==> config.mk <==
export PLATFORM = sky130hd
export DESIGN_NAME = upe_enhanced_ctrl
export DESIGN_NICKNAME = d
export VERILOG_FILES = /design/src/upe_pkg.sv /design/src/upe_toggle_levels.sv /design/src/upe_rts_hyst.sv /design/src/upe_enhanced_ctrl.sv
export VERILOG_INCLUDE_DIRS = /design/src
export SDC_FILE = /design/constraint.sdc
export NUM_CORES = 1
export LEC_CHECK = 0
export CORE_AREA = 2 2 145 147
export CTS_CLUSTER_SIZE = 40
export DETAILED_ROUTE_END_ITERATION = 7
export DIE_AREA = 0 0 147 149
export DONT_BUFFER_PORTS = 1
export PLACE_DENSITY = 0.61
export SLEW_MARGIN = 25
export SYNTH_ARGS = -nofsm -noshare
export SYNTH_HDL_FRONTEND = slang
export SYNTH_HIERARCHICAL = 1
export SYNTH_SLANG_ARGS = --single-unit
==> constraint.sdc <==
create_clock -name aclk -period 2.14 [get_ports aclk]
set_clock_uncertainty 0.15 [all_clocks]
set_input_delay 0 -clock aclk [delete_from_list [all_inputs] [get_ports aclk]]
set_output_delay 0 -clock aclk [all_outputs]
set_load 0.02 [all_outputs]
==> src/upe_map.svh <==
/*
  Register offsets, field positions, reset values and keys of the
  page-three enhanced control block. Assumes byte registers in lane 0.
*/
`ifndef UPE_MAP_SVH
`define UPE_MAP_SVH
// ==========================================
// Word offsets (byte address = offset)
`define UPE_OFF_LINE_CTRL   8'h00
`define UPE_OFF_PAGE_SEL    8'h04
`define UPE_OFF_AUTO_TOGGLE 8'h08
`define UPE_OFF_ENH_FEAT    8'h0C
`define UPE_OFF_STOP_CHAR2  8'h10
`define UPE_OFF_UPPER_THR   8'h14
`define UPE_OFF_LOWER_THR   8'h18
`define UPE_OFF_INT_ENABLE  8'h1C
`define UPE_OFF_FIFO_CTRL   8'h20
`define UPE_OFF_MODEM_CTRL  8'h24
`define UPE_OFF_STATUS      8'h28
// ==========================================
// Keys and reset values
`define UPE_EXT_KEY         8'hBF
`define UPE_PAGE_KEY        7'h52
`define UPE_ATR_RST         8'h80
`define UPE_ZERO_RST        8'h00
`define UPE_ATR_MASK        8'hF3
// ==========================================
// Field positions
`define UPE_ATR_RX_POL      7
`define UPE_ATR_RX_MODE     6
`define UPE_ATR_TX_POL      5
`define UPE_ATR_TX_MODE     4
`define UPE_EFR_CTS         7
`define UPE_EFR_RTS         6
`define UPE_EFR_SPECIAL     5
`define UPE_EFR_GATE        4
`define UPE_STAT_SPECIAL    4
// ==========================================
// AXI responses
`define UPE_RESP_OKAY       2'h0
`define UPE_RESP_SLVERR     2'h2
`define UPE_RESP_DECERR     2'h3
`endif

==> src/upe_pkg.sv <==
/*
  Types of the page-three enhanced control block.
  Assumes nothing of its surroundings.
*/
package upe_pkg;
  // ==========================================
  // Transceiver toggle pin assignment, in field order 00..11
  typedef enum logic [1:0] {
    upe_toggle_off,
    upe_toggle_rts,
    upe_toggle_dtr,
    upe_toggle_ready
  } upe_toggle_type;
endpackage

==> src/upe_toggle_levels.sv <==
/*
  Combinational transceiver enable levels from the toggle control byte.
  Assumes tx_active is high while a character is on the serial output.
*/
`timescale 1ns/1ps
`include "upe_map.svh"
module upe_toggle_levels (
  input  wire logic [7:0] toggle_ctrl,  // Auto toggle control byte
  input  wire logic       tx_active,    // Serial output busy
  output logic            transmit_enable_out_level,   // Transmit enable pin level
  output logic            receive_enable_out_level    // Receive enable pin level
);
  // ==========================================
  // Enable levels
  logic tx_assert;  // Transmit enable asserted
  logic rx_assert;  // Receive enable asserted
  // Assertion state, then polarity
  always_comb begin
    tx_assert  = toggle_ctrl[`UPE_ATR_TX_MODE] ? tx_active : 1'b1;
    rx_assert  = 1'b1;
    if ((toggle_ctrl[1:0] == 2'h3) && toggle_ctrl[`UPE_ATR_RX_MODE]) begin
      rx_assert = ~tx_active;
    end
    transmit_enable_out_level = tx_assert ? toggle_ctrl[`UPE_ATR_TX_POL] : ~toggle_ctrl[`UPE_ATR_TX_POL];
    receive_enable_out_level = rx_assert ? toggle_ctrl[`UPE_ATR_RX_POL] : ~toggle_ctrl[`UPE_ATR_RX_POL];
  end
endmodule // upe_toggle_levels

==> src/upe_rts_hyst.sv <==
/*
  Receive FIFO hysteresis for automatic request-to-send.
  Assumes fifo_level counts stored characters, synchronous to aclk.
*/
`timescale 1ns/1ps
module upe_rts_hyst #(
  parameter int LVL_W = 9  // Width of the FIFO level
) (
  input  wire logic             aclk,        // Clock
  input  wire logic             aresetn,     // Sync reset, low
  input  wire logic             ce,          // Clock enable
  input  wire logic             enable,      // Auto request-to-send on
  input  wire logic [LVL_W-1:0] fifo_level,  // RX FIFO occupancy
  input  wire logic [7:0]       upper_thr,   // Upper threshold
  input  wire logic [7:0]       lower_thr,   // Lower threshold
  output logic                  stop_q       // High: far end must stop
);
  // ==========================================
  // Hysteresis state
  logic             stop_d;  // Next stop state
  logic [LVL_W-1:0] up_ext;  // Widened upper threshold
  logic [LVL_W-1:0] lo_ext;  // Widened lower threshold
  // Next state: above upper sets, below lower clears
  always_comb begin
    up_ext = {{(LVL_W-8){1'b0}}, upper_thr};
    lo_ext = {{(LVL_W-8){1'b0}}, lower_thr};
    stop_d = stop_q;
    if (!enable) begin
      stop_d = 1'b0;  // Disabled
    end else if (fifo_level > up_ext) begin
      stop_d = 1'b1;
    end else if (fifo_level < lo_ext) begin
      stop_d = 1'b0;
    end
  end
  // Register
  always_ff @(posedge aclk) begin
    if (!aresetn) begin
      stop_q <= 1'b0;
    end else if (ce) begin
      stop_q <= stop_d;
    end
  end
endmodule // upe_rts_hyst

==> src/upe_enhanced_ctrl.sv <==
/*
  Page-three enhanced control of one UART channel behind AXI4-Lite:
  gated page select, transceiver auto toggle, enhanced feature bits.
  Assumes all inputs synchronous to aclk; byte registers in lane 0.
*/
`timescale 1ns/1ps
`include "upe_map.svh"
module upe_enhanced_ctrl #(
  parameter int LVL_W = 9  // RX FIFO level width
) (
  input  wire logic             aclk,             // Clock, 40 MHz
  input  wire logic             aresetn,          // Sync reset, low
  input  wire logic             ce,               // Clock enable
  input  wire logic [7:0]       s_axi_awaddr,     // Write address
  input  wire logic [2:0]       s_axi_awprot,     // Unused
  input  wire logic             s_axi_awvalid,    // Write address valid
  output logic                  s_axi_awready,    // Write address ready
  input  wire logic [31:0]      s_axi_wdata,      // Write data
  input  wire logic [3:0]       s_axi_wstrb,      // Byte strobes
  input  wire logic             s_axi_wvalid,     // Write data valid
  output logic                  s_axi_wready,     // Write data ready
  output logic [1:0]            s_axi_bresp,      // Write response
  output logic                  s_axi_bvalid,     // Write response valid
  input  wire logic             s_axi_bready,     // Write response ready
  input  wire logic [7:0]       s_axi_araddr,     // Read address
  input  wire logic [2:0]       s_axi_arprot,     // Unused
  input  wire logic             s_axi_arvalid,    // Read address valid
  output logic                  s_axi_arready,    // Read address ready
  output logic [31:0]           s_axi_rdata,      // Read data
  output logic [1:0]            s_axi_rresp,      // Read response
  output logic                  s_axi_rvalid,     // Read valid
  input  wire logic             s_axi_rready,     // Read ready
  input  wire logic             tx_active,        // Character on serial out
  input  wire logic             cts_n_in,         // Clear-to-send pin
  input  wire logic [LVL_W-1:0] rx_fifo_level,    // RX FIFO occupancy
  input  wire logic             rx_char_valid,    // Received char strobe
  input  wire logic [7:0]       rx_char,          // Received character
  input  wire logic             transmit_ready_pin_core,       // Normal transmit ready
  input  wire logic             receive_ready_pin_core,       // Normal receive ready
  output logic                  rts_n_pin,        // Request-to-send pin
  output logic                  dtr_n_pin,        // Terminal-ready pin
  output logic                  transmit_ready_pin_pin,        // Transmit ready pin
  output logic                  receive_ready_pin_pin,        // Receive ready pin
  output logic                  tx_halt,          // Transmitter must stop
  output logic [3:0]            sw_flow_sel,      // Software flow select
  output logic [7:0]            ier_eff,          // Effective int enables
  output logic [7:0]            fcr_eff,          // Effective FIFO ctrl
  output logic [7:0]            mcr_eff,          // Effective modem ctrl
  output logic                  special_char_hit, // Status bit 4
  output logic                  page4_sel         // Page four chosen
);
  // ==========================================
  // Register file and bus state
  logic [7:0]  lcr_q, lcr_d;      // Line control
  logic        page_q, page_d;    // Page bit
  logic [7:0]  atr_q, atr_d;      // Auto toggle control
  logic [7:0]  efr_q, efr_d;      // Enhanced feature control
  logic [7:0]  ssc_q, ssc_d;      // Second stop character
  logic [7:0]  uthr_q, uthr_d;    // Upper flow threshold
  logic [7:0]  lthr_q, lthr_d;    // Lower flow threshold
  logic [7:0]  ier_q, ier_d;      // Interrupt enable
  logic [7:0]  fcr_q, fcr_d;      // FIFO control
  logic [7:0]  mcr_q, mcr_d;      // Modem control
  logic        sc_q, sc_d;        // Special char sticky
  logic        aw_full_q, aw_full_d;  // Address held
  logic [7:0]  aw_addr_q, aw_addr_d;  // Held address
  logic        w_full_q, w_full_d;    // Data held
  logic [7:0]  w_data_q, w_data_d;    // Held data byte
  logic        w_lane_q, w_lane_d;    // Lane 0 strobe
  logic        awrdy_q, awrdy_d;      // Address ready
  logic        wrdy_q, wrdy_d;        // Data ready
  logic        bval_q, bval_d;        // Response valid
  logic [1:0]  bresp_q, bresp_d;      // Write response
  logic        arrdy_q, arrdy_d;      // Read address ready
  logic        rval_q, rval_d;        // Read valid
  logic [1:0]  rresp_q, rresp_d;      // Read response
  logic [31:0] rdata_q, rdata_d;      // Read data
  logic        wr_fire;               // Write performed this cycle
  logic        ext_ok;                // Extended pages open
  logic [1:0]  wr_acc;                // Write access verdict
  logic [1:0]  rd_acc;                // Read access verdict
  logic        rts_stop;              // Auto request-to-send state

  assign ext_ok  = (lcr_q == `UPE_EXT_KEY);
  assign wr_fire = aw_full_q && w_full_q && !bval_q;

  // Access verdict for an offset
  function automatic logic [1:0] acc_check(input logic [7:0] a);
    unique case (a)
      `UPE_OFF_LINE_CTRL, `UPE_OFF_INT_ENABLE, `UPE_OFF_FIFO_CTRL,
      `UPE_OFF_MODEM_CTRL, `UPE_OFF_STATUS:
        acc_check = `UPE_RESP_OKAY;
      `UPE_OFF_PAGE_SEL:  // Reachable from both pages
        acc_check = ext_ok ? `UPE_RESP_OKAY : `UPE_RESP_SLVERR;
      `UPE_OFF_AUTO_TOGGLE, `UPE_OFF_ENH_FEAT, `UPE_OFF_STOP_CHAR2:
        acc_check = (ext_ok && !page_q) ? `UPE_RESP_OKAY : `UPE_RESP_SLVERR;
      `UPE_OFF_UPPER_THR, `UPE_OFF_LOWER_THR:
        acc_check = (ext_ok && page_q) ? `UPE_RESP_OKAY : `UPE_RESP_SLVERR;
      default:
        acc_check = `UPE_RESP_DECERR;
    endcase
  endfunction

  // ==========================================
  // Bus and register next state
  always_comb begin
    lcr_d = lcr_q;  page_d = page_q;  atr_d = atr_q;  efr_d = efr_q;
    ssc_d = ssc_q;  uthr_d = uthr_q;  lthr_d = lthr_q;
    ier_d = ier_q;  fcr_d = fcr_q;  mcr_d = mcr_q;  sc_d = sc_q;
    aw_full_d = aw_full_q;  aw_addr_d = aw_addr_q;
    w_full_d = w_full_q;  w_data_d = w_data_q;  w_lane_d = w_lane_q;
    bval_d = bval_q;  bresp_d = bresp_q;
    rval_d = rval_q;  rresp_d = rresp_q;  rdata_d = rdata_q;
    wr_acc = acc_check(aw_addr_q);
    rd_acc = acc_check(s_axi_araddr);
    // Response taken
    if (bval_q && s_axi_bready) begin
      bval_d = 1'b0;
    end
    // Perform held write
    if (wr_fire) begin
      aw_full_d = 1'b0;
      w_full_d  = 1'b0;
      bval_d    = 1'b1;
      bresp_d   = wr_acc;
      if ((wr_acc == `UPE_RESP_OKAY) && w_lane_q) begin
        unique case (aw_addr_q)
          `UPE_OFF_LINE_CTRL:   lcr_d = w_data_q;
          `UPE_OFF_PAGE_SEL: begin
            if (w_data_q[7:1] == `UPE_PAGE_KEY) begin
              page_d = w_data_q[0];
            end  // Wrong key: nothing changes
          end
          `UPE_OFF_AUTO_TOGGLE: atr_d = w_data_q & `UPE_ATR_MASK;
          `UPE_OFF_ENH_FEAT:    efr_d = w_data_q;
          `UPE_OFF_STOP_CHAR2:  ssc_d = w_data_q;
          `UPE_OFF_UPPER_THR:   uthr_d = w_data_q;
          `UPE_OFF_LOWER_THR:   lthr_d = w_data_q;
          `UPE_OFF_INT_ENABLE:  // Upper nibble gated
            ier_d = efr_q[`UPE_EFR_GATE] ? w_data_q : {ier_q[7:4], w_data_q[3:0]};
          `UPE_OFF_FIFO_CTRL:   // Bits 5:4 gated
            fcr_d = efr_q[`UPE_EFR_GATE] ? w_data_q : {w_data_q[7:6], fcr_q[5:4], w_data_q[3:0]};
          `UPE_OFF_MODEM_CTRL:  // Bits 7:5 gated
            mcr_d = efr_q[`UPE_EFR_GATE] ? w_data_q : {mcr_q[7:5], w_data_q[4:0]};
          `UPE_OFF_STATUS:      sc_d = sc_q & ~w_data_q[`UPE_STAT_SPECIAL];
          default:              sc_d = sc_q;
        endcase
      end
    end
    // Capture address and data, either order
    if (s_axi_awvalid && awrdy_q) begin
      aw_full_d = 1'b1;
      aw_addr_d = {s_axi_awaddr[7:2], 2'h0};
    end
    if (s_axi_wvalid && wrdy_q) begin
      w_full_d = 1'b1;
      w_data_d = s_axi_wdata[7:0];
      w_lane_d = s_axi_wstrb[0];
    end
    // Read channel
    if (rval_q && s_axi_rready) begin
      rval_d = 1'b0;
    end
    if (s_axi_arvalid && arrdy_q) begin
      rval_d  = 1'b1;
      rresp_d = rd_acc;
      rdata_d = 32'h0000_0000;
      if (rd_acc == `UPE_RESP_OKAY) begin
        unique case ({s_axi_araddr[7:2], 2'h0})
          `UPE_OFF_LINE_CTRL:   rdata_d[7:0] = lcr_q;
          `UPE_OFF_PAGE_SEL:    rdata_d[7:0] = {7'h00, page_q};
          `UPE_OFF_AUTO_TOGGLE: rdata_d[7:0] = atr_q;
          `UPE_OFF_ENH_FEAT:    rdata_d[7:0] = efr_q;
          `UPE_OFF_STOP_CHAR2:  rdata_d[7:0] = ssc_q;
          `UPE_OFF_UPPER_THR:   rdata_d[7:0] = uthr_q;
          `UPE_OFF_LOWER_THR:   rdata_d[7:0] = lthr_q;
          `UPE_OFF_INT_ENABLE:  rdata_d[7:0] = ier_q;
          `UPE_OFF_FIFO_CTRL:   rdata_d[7:0] = fcr_q;
          `UPE_OFF_MODEM_CTRL:  rdata_d[7:0] = mcr_q;
          `UPE_OFF_STATUS:      rdata_d[7:0] = {3'h0, sc_q, 1'b0, page_q, tx_halt, rts_stop};
          default:              rdata_d = 32'h0000_0000;
        endcase
      end
    end
    // Special character detect, set wins over clear
    if (efr_q[`UPE_EFR_SPECIAL] && rx_char_valid && (rx_char == ssc_q)) begin
      sc_d = 1'b1;
    end
    awrdy_d = !aw_full_d;
    wrdy_d  = !w_full_d;
    arrdy_d = !rval_d;
  end

  // Register bus and register file
  always_ff @(posedge aclk) begin
    if (!aresetn) begin
      lcr_q <= `UPE_ZERO_RST;  page_q <= 1'b0;  atr_q <= `UPE_ATR_RST;
      efr_q <= `UPE_ZERO_RST;  ssc_q <= `UPE_ZERO_RST;
      uthr_q <= `UPE_ZERO_RST;  lthr_q <= `UPE_ZERO_RST;
      ier_q <= `UPE_ZERO_RST;  fcr_q <= `UPE_ZERO_RST;
      mcr_q <= `UPE_ZERO_RST;  sc_q <= 1'b0;
      aw_full_q <= 1'b0;  aw_addr_q <= 8'h00;
      w_full_q <= 1'b0;  w_data_q <= 8'h00;  w_lane_q <= 1'b0;
      awrdy_q <= 1'b0;  wrdy_q <= 1'b0;  arrdy_q <= 1'b0;
      bval_q <= 1'b0;  bresp_q <= `UPE_RESP_OKAY;
      rval_q <= 1'b0;  rresp_q <= `UPE_RESP_OKAY;  rdata_q <= 32'h0000_0000;
    end else if (ce) begin
      lcr_q <= lcr_d;  page_q <= page_d;  atr_q <= atr_d;  efr_q <= efr_d;
      ssc_q <= ssc_d;  uthr_q <= uthr_d;  lthr_q <= lthr_d;
      ier_q <= ier_d;  fcr_q <= fcr_d;  mcr_q <= mcr_d;  sc_q <= sc_d;
      aw_full_q <= aw_full_d;  aw_addr_q <= aw_addr_d;
      w_full_q <= w_full_d;  w_data_q <= w_data_d;  w_lane_q <= w_lane_d;
      awrdy_q <= awrdy_d;  wrdy_q <= wrdy_d;  arrdy_q <= arrdy_d;
      bval_q <= bval_d;  bresp_q <= bresp_d;
      rval_q <= rval_d;  rresp_q <= rresp_d;  rdata_q <= rdata_d;
    end
  end

  assign s_axi_awready = awrdy_q;
  assign s_axi_wready  = wrdy_q;
  assign s_axi_bvalid  = bval_q;
  assign s_axi_bresp   = bresp_q;
  assign s_axi_arready = arrdy_q;
  assign s_axi_rvalid  = rval_q;
  assign s_axi_rresp   = rresp_q;
  assign s_axi_rdata   = rdata_q;

  // ==========================================
  // Flow control and transceiver toggling
  logic transmit_enable_out_lvl;   // Transmit enable level
  logic receive_enable_out_lvl;   // Receive enable level
  logic rts_norm;   // Normal request-to-send level
  logic dtr_norm;   // Normal terminal-ready level
  logic rts_d, dtr_d, txr_d, rxr_d, halt_d;  // Next pin values
  upe_pkg::upe_toggle_type tmode;            // Pin assignment

  upe_rts_hyst #(.LVL_W(LVL_W)) u_hyst (
    .aclk       (aclk),
    .aresetn    (aresetn),
    .ce         (ce),
    .enable     (efr_q[`UPE_EFR_RTS]),
    .fifo_level (rx_fifo_level),
    .upper_thr  (uthr_q),
    .lower_thr  (lthr_q),
    .stop_q     (rts_stop)
  );

  upe_toggle_levels u_tgl (
    .toggle_ctrl (atr_q),
    .tx_active   (tx_active),
    .transmit_enable_out_level  (transmit_enable_out_lvl),
    .receive_enable_out_level  (receive_enable_out_lvl)
  );

  // Pin multiplexing by toggle field
  always_comb begin
    tmode    = upe_pkg::upe_toggle_type'(atr_q[1:0]);
    rts_norm = efr_q[`UPE_EFR_RTS] ? rts_stop : ~mcr_q[1];
    dtr_norm = ~mcr_q[0];
    rts_d    = rts_norm;
    dtr_d    = dtr_norm;
    txr_d    = transmit_ready_pin_core;
    rxr_d    = receive_ready_pin_core;
    halt_d   = efr_q[`UPE_EFR_CTS] && cts_n_in;
    unique case (tmode)
      upe_pkg::upe_toggle_off:   rts_d = rts_norm;
      upe_pkg::upe_toggle_rts:   rts_d = transmit_enable_out_lvl;
      upe_pkg::upe_toggle_dtr:   dtr_d = transmit_enable_out_lvl;
      upe_pkg::upe_toggle_ready: begin
        txr_d = transmit_enable_out_lvl;
        rxr_d = receive_enable_out_lvl;
      end
    endcase
  end

  // Pin and effective-value registers
  always_ff @(posedge aclk) begin
    if (!aresetn) begin
      rts_n_pin <= 1'b1;  dtr_n_pin <= 1'b1;
      transmit_ready_pin_pin <= 1'b0;  receive_ready_pin_pin <= 1'b0;  tx_halt <= 1'b0;
      sw_flow_sel <= 4'h0;  ier_eff <= 8'h00;  fcr_eff <= 8'h00;
      mcr_eff <= 8'h00;  special_char_hit <= 1'b0;  page4_sel <= 1'b0;
    end else if (ce) begin
      rts_n_pin <= rts_d;  dtr_n_pin <= dtr_d;
      transmit_ready_pin_pin <= txr_d;  receive_ready_pin_pin <= rxr_d;  tx_halt <= halt_d;
      sw_flow_sel <= efr_q[3:0];
      ier_eff <= efr_q[`UPE_EFR_GATE] ? ier_q : {4'h0, ier_q[3:0]};
      fcr_eff <= efr_q[`UPE_EFR_GATE] ? fcr_q : {fcr_q[7:6], 2'h0, fcr_q[3:0]};
      mcr_eff <= efr_q[`UPE_EFR_GATE] ? mcr_q : {3'h0, mcr_q[4:0]};
      special_char_hit <= sc_q;
      page4_sel <= page_q;
    end
  end

  // ==========================================
  // Assertions
  a_ext_lock: assert property (@(posedge aclk) disable iff (!aresetn)
    ce && wr_fire && (aw_addr_q == `UPE_OFF_AUTO_TOGGLE) && !ext_ok |=> $stable(atr_q))
    else $error("toggle control written while pages locked");
  a_key_gate: assert property (@(posedge aclk) disable iff (!aresetn)
    ce && wr_fire && (aw_addr_q == `UPE_OFF_PAGE_SEL) && (w_data_q[7:1] != `UPE_PAGE_KEY)
    |=> $stable(page_q))
    else $error("page changed without key");
  a_psr_read_zero: assert property (@(posedge aclk) disable iff (!aresetn)
    ce && s_axi_arvalid && arrdy_q && ext_ok && (s_axi_araddr == `UPE_OFF_PAGE_SEL)
    |=> s_axi_rvalid && (s_axi_rdata[7:1] == 7'h00))
    else $error("page select upper bits not zero");
  a_atr_zero_bits: assert property (@(posedge aclk) disable iff (!aresetn)
    atr_q[3:2] == 2'h0)
    else $error("toggle bits 3:2 not zero");
  a_cts_halt: assert property (@(posedge aclk) disable iff (!aresetn)
    ce && efr_q[`UPE_EFR_CTS] && cts_n_in |=> tx_halt)
    else $error("transmit not halted by clear-to-send");
  a_efr_gate: assert property (@(posedge aclk) disable iff (!aresetn)
    ce && wr_fire && (aw_addr_q == `UPE_OFF_INT_ENABLE) && !efr_q[`UPE_EFR_GATE]
    |=> $stable(ier_q[7:4]))
    else $error("gated enable bits written");
  a_special_set: assert property (@(posedge aclk) disable iff (!aresetn)
    ce && efr_q[`UPE_EFR_SPECIAL] && rx_char_valid && (rx_char == ssc_q) |=> sc_q)
    else $error("special character not flagged");
  a_rts_transmit_enable_out: assert property (@(posedge aclk) disable iff (!aresetn)
    ce && (atr_q[1:0] == 2'h1) |=> rts_n_pin == $past(transmit_enable_out_lvl))
    else $error("request pin not carrying transmit enable");
  a_idle_pins: assert property (@(posedge aclk) disable iff (!aresetn)
    ce && (atr_q[1:0] == 2'h0) |=> (rts_n_pin == $past(rts_norm)) && (transmit_ready_pin_pin == $past(transmit_ready_pin_core)))
    else $error("pins not normal with toggle off");
endmodule // upe_enhanced_ctrl

Word-level counts from Yosys, hierarchy flattened:

Cells that the tools add are included.

* order comparisons: 2
* equality and inequality tests: 37
* multiplexer cells: 34
* bitwise gates (word level): 7
* reduce and logical (&&, ||, !) cells: 54

Operators by type and width (count)
* case mux 8 bit (11 select lines): 1
* equality test 6 x 3 -> 1 bit, second input constant: 8
* AND reduction 4 bit: 10
* equality test 6 x 4 -> 1 bit, second input constant: 6
* equality test 8 x 5 -> 1 bit, second input constant: 4
* equality test 6 x 2 -> 1 bit, second input constant: 4
* equality test 8 x 6 -> 1 bit, second input constant: 3
* two-way mux 1 bit: 24
* two-way mux 8 bit: 3
* AND reduction 5 bit: 4
* equality test 8 x 4 -> 1 bit, second input constant: 2
* logical NOT 8 bit: 2
* case mux 2 bit (4 select lines): 2
* logical AND 1 bit: 14
* equality test 6 x 1 -> 1 bit, second input constant: 2
* AND reduction 2 bit: 6
* OR reduction 5 bit: 2
* > comparator 9 x 8 -> 1 bit: 1
* < comparator 9 x 8 -> 1 bit: 1
* equality test 8 x 3 -> 1 bit, second input constant: 1
* equality test 8 bit: 1
* equality test 8 bit, second input constant: 1
* nonzero test 2 bit: 4
* equality test 7 bit, second input constant: 1
* other kinds (12): 27

* bits in registers: 166
* input bits: 88
* output and inout bits: 76
* word-level logic and storage cells: 173

Logic depth before layout (Yosys ltp):

* word-level depth: 9
* depth in mapped cells: 8
* depth with buffers taken out: 7

Hierarchy:

Netlist, hierarchy kept.

Modules (own cells, without submodules)
* upe_enhanced_ctrl: instances 1, cells an instance 696, area an instance 6561.3 um2, sequential area each 2822.7 um2
* upe_rts_hyst: instances 1, cells an instance 56, area an instance 430.4 um2, sequential area each 20.0 um2
* upe_toggle_levels: instances 1, cells an instance 4, area an instance 45.0 um2, sequential area each 0.0 um2

Worst setup path after synthesis:

No wires, ideal clock.

* kind: register to register
* from: register bval_q (netlist: s_axi_bvalid)
* to: register fcr_q[0]
* library setup time: 0.116 ns
* arrival time: 1.733 ns
* required time: 1.874 ns
* slack: 0.141 ns
* stages on the path, launching flop included: 7
* buffers on the path: 1
* clock period less this slack: 1.999 ns
* path through: dfxtp_1 and4b_1 buf_2 nand4b_1 nor4_4 mux2i_1 nor2b_1

* word-level cells in the longest chain between the ends: 3

RTL lines
* start, declared: line upe_enhanced_ctrl.sv:72 `logic bval_q, bval_d;`
* start signal, assigned: line upe_enhanced_ctrl.sv:214 `bval_q <= bval_d; bresp_q <= bresp_d;`
* logical NOT 1 bit: line upe_enhanced_ctrl.sv:85 `assign wr_fire = aw_full_q && w_full_q && !bval_q;`
* logical AND 1 bit: line upe_enhanced_ctrl.sv:85
* AND reduction 4 bit (no line)
* end signal, assigned: line upe_enhanced_ctrl.sv:200 `` ier_q <= `UPE_ZERO_RST; fcr_q <= `UPE_ZERO_RST; ``
* end, declared: line upe_enhanced_ctrl.sv:62 `logic [7:0] fcr_q, fcr_d;`

Every way passes these cells.
A chain may end at the register's enable or synchronous reset.

Worst setup path in the final report:

* from: register arrdy_q (netlist: s_axi_arready)
* to: register rresp_q[0] (netlist: s_axi_rresp[0])

* word-level cells in the longest chain between the ends: 2

RTL lines
* start, declared: line upe_enhanced_ctrl.sv:74 `logic arrdy_q, arrdy_d;`
* start signal, assigned: line upe_enhanced_ctrl.sv:213 `awrdy_q <= awrdy_d; wrdy_q <= wrdy_d; arrdy_q <= arrdy_d;`
* logical AND 1 bit: line upe_enhanced_ctrl.sv:164 `if (s_axi_arvalid && arrdy_q) begin`
* AND reduction 2 bit (no line)
* end signal, assigned: line upe_enhanced_ctrl.sv:215 `rval_q <= rval_d; rresp_q <= rresp_d; rdata_q <= rdata_d;`
* end, declared: line upe_enhanced_ctrl.sv:76 `logic [1:0] rresp_q, rresp_d;`

Every way passes these cells.

==> key figures <==
Status
  • Status: complete, but fails checks
  • Failing checks: hold timing

Global route
  • Initial antenna violation count: 1
  • Grt met1 use: 25.1%
  • Grt ovf: 0
  • Largest net degree at the start of global routing: 132
  • First-pass GRT wire length: 32.2 mm
  • GR peak layer: met2
  • Vias in the first global route: 5448
  • Total GRT Usage: 19.3%
  • Met3 usage in global routing: 5.66%
  • GR Layer Usage met2: 31.1%

Worst setup path
  • Startpoint types: flop
  • Internal reg-to-reg setup slack: 0.07 ns
  • Critical path arrival: 2.24 ns
  • WP data required: 2.31 ns
  • Reg2reg path depth: 5
  • Critical path class: reg2reg
  • Reg2reg end: s_axi_rresp[0]$_SDFFE_PN0P_
  • Worst setup EP type: flop
  • RR Startpoint: s_axi_arready$_SDFFE_PN0P_
  • CP max FO: 2

Clocking
  • Clock slew seen by the registers of the worst setup and hold paths: 0.06 ns
  • Clock tree buffer depth: 2
  • CTS Hold Bufs: 69
  • Clock latency on the worst-skew pair: 0.43 ns
  • H-tree depth: 4
  • CTS buffer count: 17
  • Root Buffer: clkbuf_16
  • Clock Sinks: 142
  • CTS tree: yes

Floorplan
  • Cell row count: 53
  • Full die area: 0.0219 sq mm
  • Die X: 147 um
  • DIE HEIGHT: 149 um
  • Core area: 0.0206 sq mm
  • Initial core utilization: 34.2%
  • Ports: 164

Final layout
  • Fin util: 42.0%
  • Area Growth Syn to Fin: 22.8%
  • NumNets Final: 922
  • Post-route design area: 0.00864 sq mm
  • Final Non-Filler Cells: 1106
  • Share of layout cells above drive strength 1: 10.3%
  • Ant diodes: 0

Yosys
  • Mux share of post-synthesis cell area: 12.3%
  • Synthesized area: 0.00704 sq mm
  • Ys async rst share: 0%
  • Netlist cell types: 73
  • Mean Syn Cell Area: 9.31 sq um
  • Top cell type's share of synthesized area: 40.4%
  • Cell accounting for the most synthesized area: dfxtp_1
  • EDFF count, synth: 0
  • Synth Area in Adders: 2.67%
  • Synth top area cells: dfxtp_1 (40%), mux2i_1 (12%), nor2b_1 (5.8%), nand3_1 (3.8%), nand2_1 (3.6%)
  • Main combinational cell family by area after synthesis: simple AND/OR/NAND/NOR gates
  • Simple-gate share of the synthesized area: 22.1%
  • Post-Synth XOR/XNOR Area: 1.60%
  • Synthesis-stage register bit count: 142
  • Synth Area in Compound Gates: 14.3%
  • Ys Warns: 6
  • Sequential area share after synthesis: 40.4%
  • Top_reg_cell synth: dfxtp_1
  • Synthesized netlist cell count: 756

Routing
  • # DRC: 0
  • TritonRoute pass-1 iters: 5
  • Iter 0 DRT Violations: 504
  • Via Count: 5695
  • Routed length per instance: 18.9 um
  • Routed wire length: 20.9 mm
  • Via-to-Cell Ratio: 5.15
  • ANT nets after route: 0

STA
  • Hold Vio Cnt, Final: 2
  • Setup_tns: 0 ns
  • Maximum clock rate: 483 MHz
  • Slew margin rel.: 42.1%
  • Final Max Tran Viols: 0
  • Part of the cycle the worst path needs: 96.8%
  • Finish-stage setup viols: 0
  • WHS: -0.221 ns
  • Worst Tran Pin Value: 0.867 ns
  • Final period demand of the worst path: 2.07 ns

Pwr
  • IR drop worst, VDD: 0.648 mV
  • Pleak: 3.19 nW
  • Pwr dens: 714 mW/mm^2

Min path
  • Worst Hold Class: in2reg
  • Hold Path Origin: s_axi_araddr[0]
  • Hold Path Sink: s_axi_rresp[1]$_SDFFE_PN0P_
  • Worst hold stages: 2

Place
  • Cell Count Post-Placement: 1006
  • I/O Buffers: 0
  • Cell Area, Placed: 0.00728 sq mm
  • Global placer's final weighted congestion: 0.887
  • DPL Wire Length: 14.2 mm

Flow run
  • Maxcap violations: 0
[layer usage]
metal | routed length (um) | up-vias | share of wire [%]
li1 | - | 2778 | -
met5 | 0 | - | 0
met1 | 9070 | 2670 | 43
met2 | 9720 | 214 | 46
met4 | 421 | 0 | 2.0
met3 | 1730 | 33 | 8.2
[cell usage in the layout (no fill, tap or decap), drive strengths merged, types with 10 or more instances in the layout]
cell	n
a21boi	22
a21oi	10
a22o	14
a22oi	17
buf	27
clkbuf	18
conb	24
dfxtp	142
dlygate4sd3	65
ha	15
inv	22
mux2i	83
nand2	69
nand2b	17
nand3	53
nor2	14
nor2b	65
o21ai	32
xnor2	11
[layout make-up]
| type | count | area (sq um) |
|---|---|---|
| multi-input cells | 546 | 3830 |
| flip-flops and latches | 142 | 2850 |
| repair buffers | 92 | 938 |
| fillers | 2045 | 11900 |
| clock inverters | 13 | 165 |
| well taps | 275 | 344 |
| clock buffers | 18 | 439 |
| inverters | 20 | 75.1 |
[worst max path at each step]
stage                                from                           to  slack [ns]
2_1_floorplan   s_axi_bvalid$_SDFFE_PN0P_        fcr_q[0]$_SDFFE_PN0P_        0.14
3_5_place_dp    aw_addr_q[3]$_SDFFE_PN0P_        efr_q[6]$_SDFFE_PN0P_        0.11
5_1_grt        s_axi_arready$_SDFFE_PN0P_  s_axi_rresp[0]$_SDFFE_PN0P_       -0.02
6_report       s_axi_arready$_SDFFE_PN0P_  s_axi_rresp[0]$_SDFFE_PN0P_        0.07
4_1_cts            uthr_q[4]$_SDFFE_PN0P_   u_hyst/stop_q$_SDFFE_PN0P_        0.04
3_3_place_gp    aw_addr_q[3]$_SDFFE_PN0P_        efr_q[0]$_SDFFE_PN0P_        0.12
[cell usage after synthesis, types with 5 or more instances]
cell type / number
o21ai_0: 30
inv_1: 20
nand3_1: 53
or3_1: 5
nor2_1: 14
nor2b_1: 65
buf_4: 26
xnor2_1: 10
buf_2: 11
a21oi_1: 10
and3_1: 6
mux2i_1: 83
a22oi_1: 17
dfxtp_1: 142
nand2b_1: 16
nand2_1: 68
nand4_1: 7
nand4b_1: 5
ha_1: 15
a21boi_0: 22
nor3_1: 5
a22o_1: 14
clkbuf_1: 28
[sequential cells by signal, summed over array words and instances, names as in the netlist, 4 cells and up]
signal,cells
ier_q,8
atr_q,6
mcr_eff,8
fcr_eff,8
efr_q,8
ssc_q,8
fcr_q,8
lcr_q,8
mcr_q,8
aw_addr_q,6
sw_flow_sel,4
uthr_q,8
w_data_q,8
lthr_q,8
ier_eff,8
s_axi_rdata,8
[repair_timing]
action | CTS | global route
setup endpoints to repair | 0 | 20
gates resized for setup | 0 | 7
buffers inserted | 0 | 1
hold endpoints to repair | 142 | 1
[critical path: stages, from the launching register on]
cell and delay [ns]:
dfxtp_1 0.32, nand3_1 0.12, a211oi_2 0.16, dlygate4sd3_1 0.61, nor2_1 0.05, dlygate4sd3_1 0.54
[metrics by stage]
stage          total power, W  hold slack (ns)  setup slack (ns)
2_1_floorplan         0.00304         -0.00508             0.141
3_3_place_gp          0.00298          -0.0769             0.122
3_5_place_dp          0.00299          -0.0608             0.110
4_1_cts               0.00620           -0.234            0.0388
5_1_grt               0.00637           -0.229           -0.0165
6_report              0.00617           -0.221            0.0695
[where the power goes]
| group | switching [W] | leakage (nW) | internal [W] |
|---|---|---|---|
| clock network | 0.00121 | 0.285 | 0.00186 |
| registers | 0.0000328 | 1.15 | 0.00266 |
| logic | 0.000215 | 1.76 | 0.000183 |
| total | 0.00146 | 3.19 | 0.00471 |
[kinds of logic (layout without fill, tap and decap cells)]
group / count (synthesis) / count (layout)
compound gates: 136 / 136
xor+xnor: 12 / 12
fa+ha+maj: 15 / 15
buf+inv: 91 / 143
flops: 142 / 142
mux: 86 / 86
other cells: 1 / 24
simple gates: 273 / 273
No activity file was read; power rests on OpenSTA's default activity.
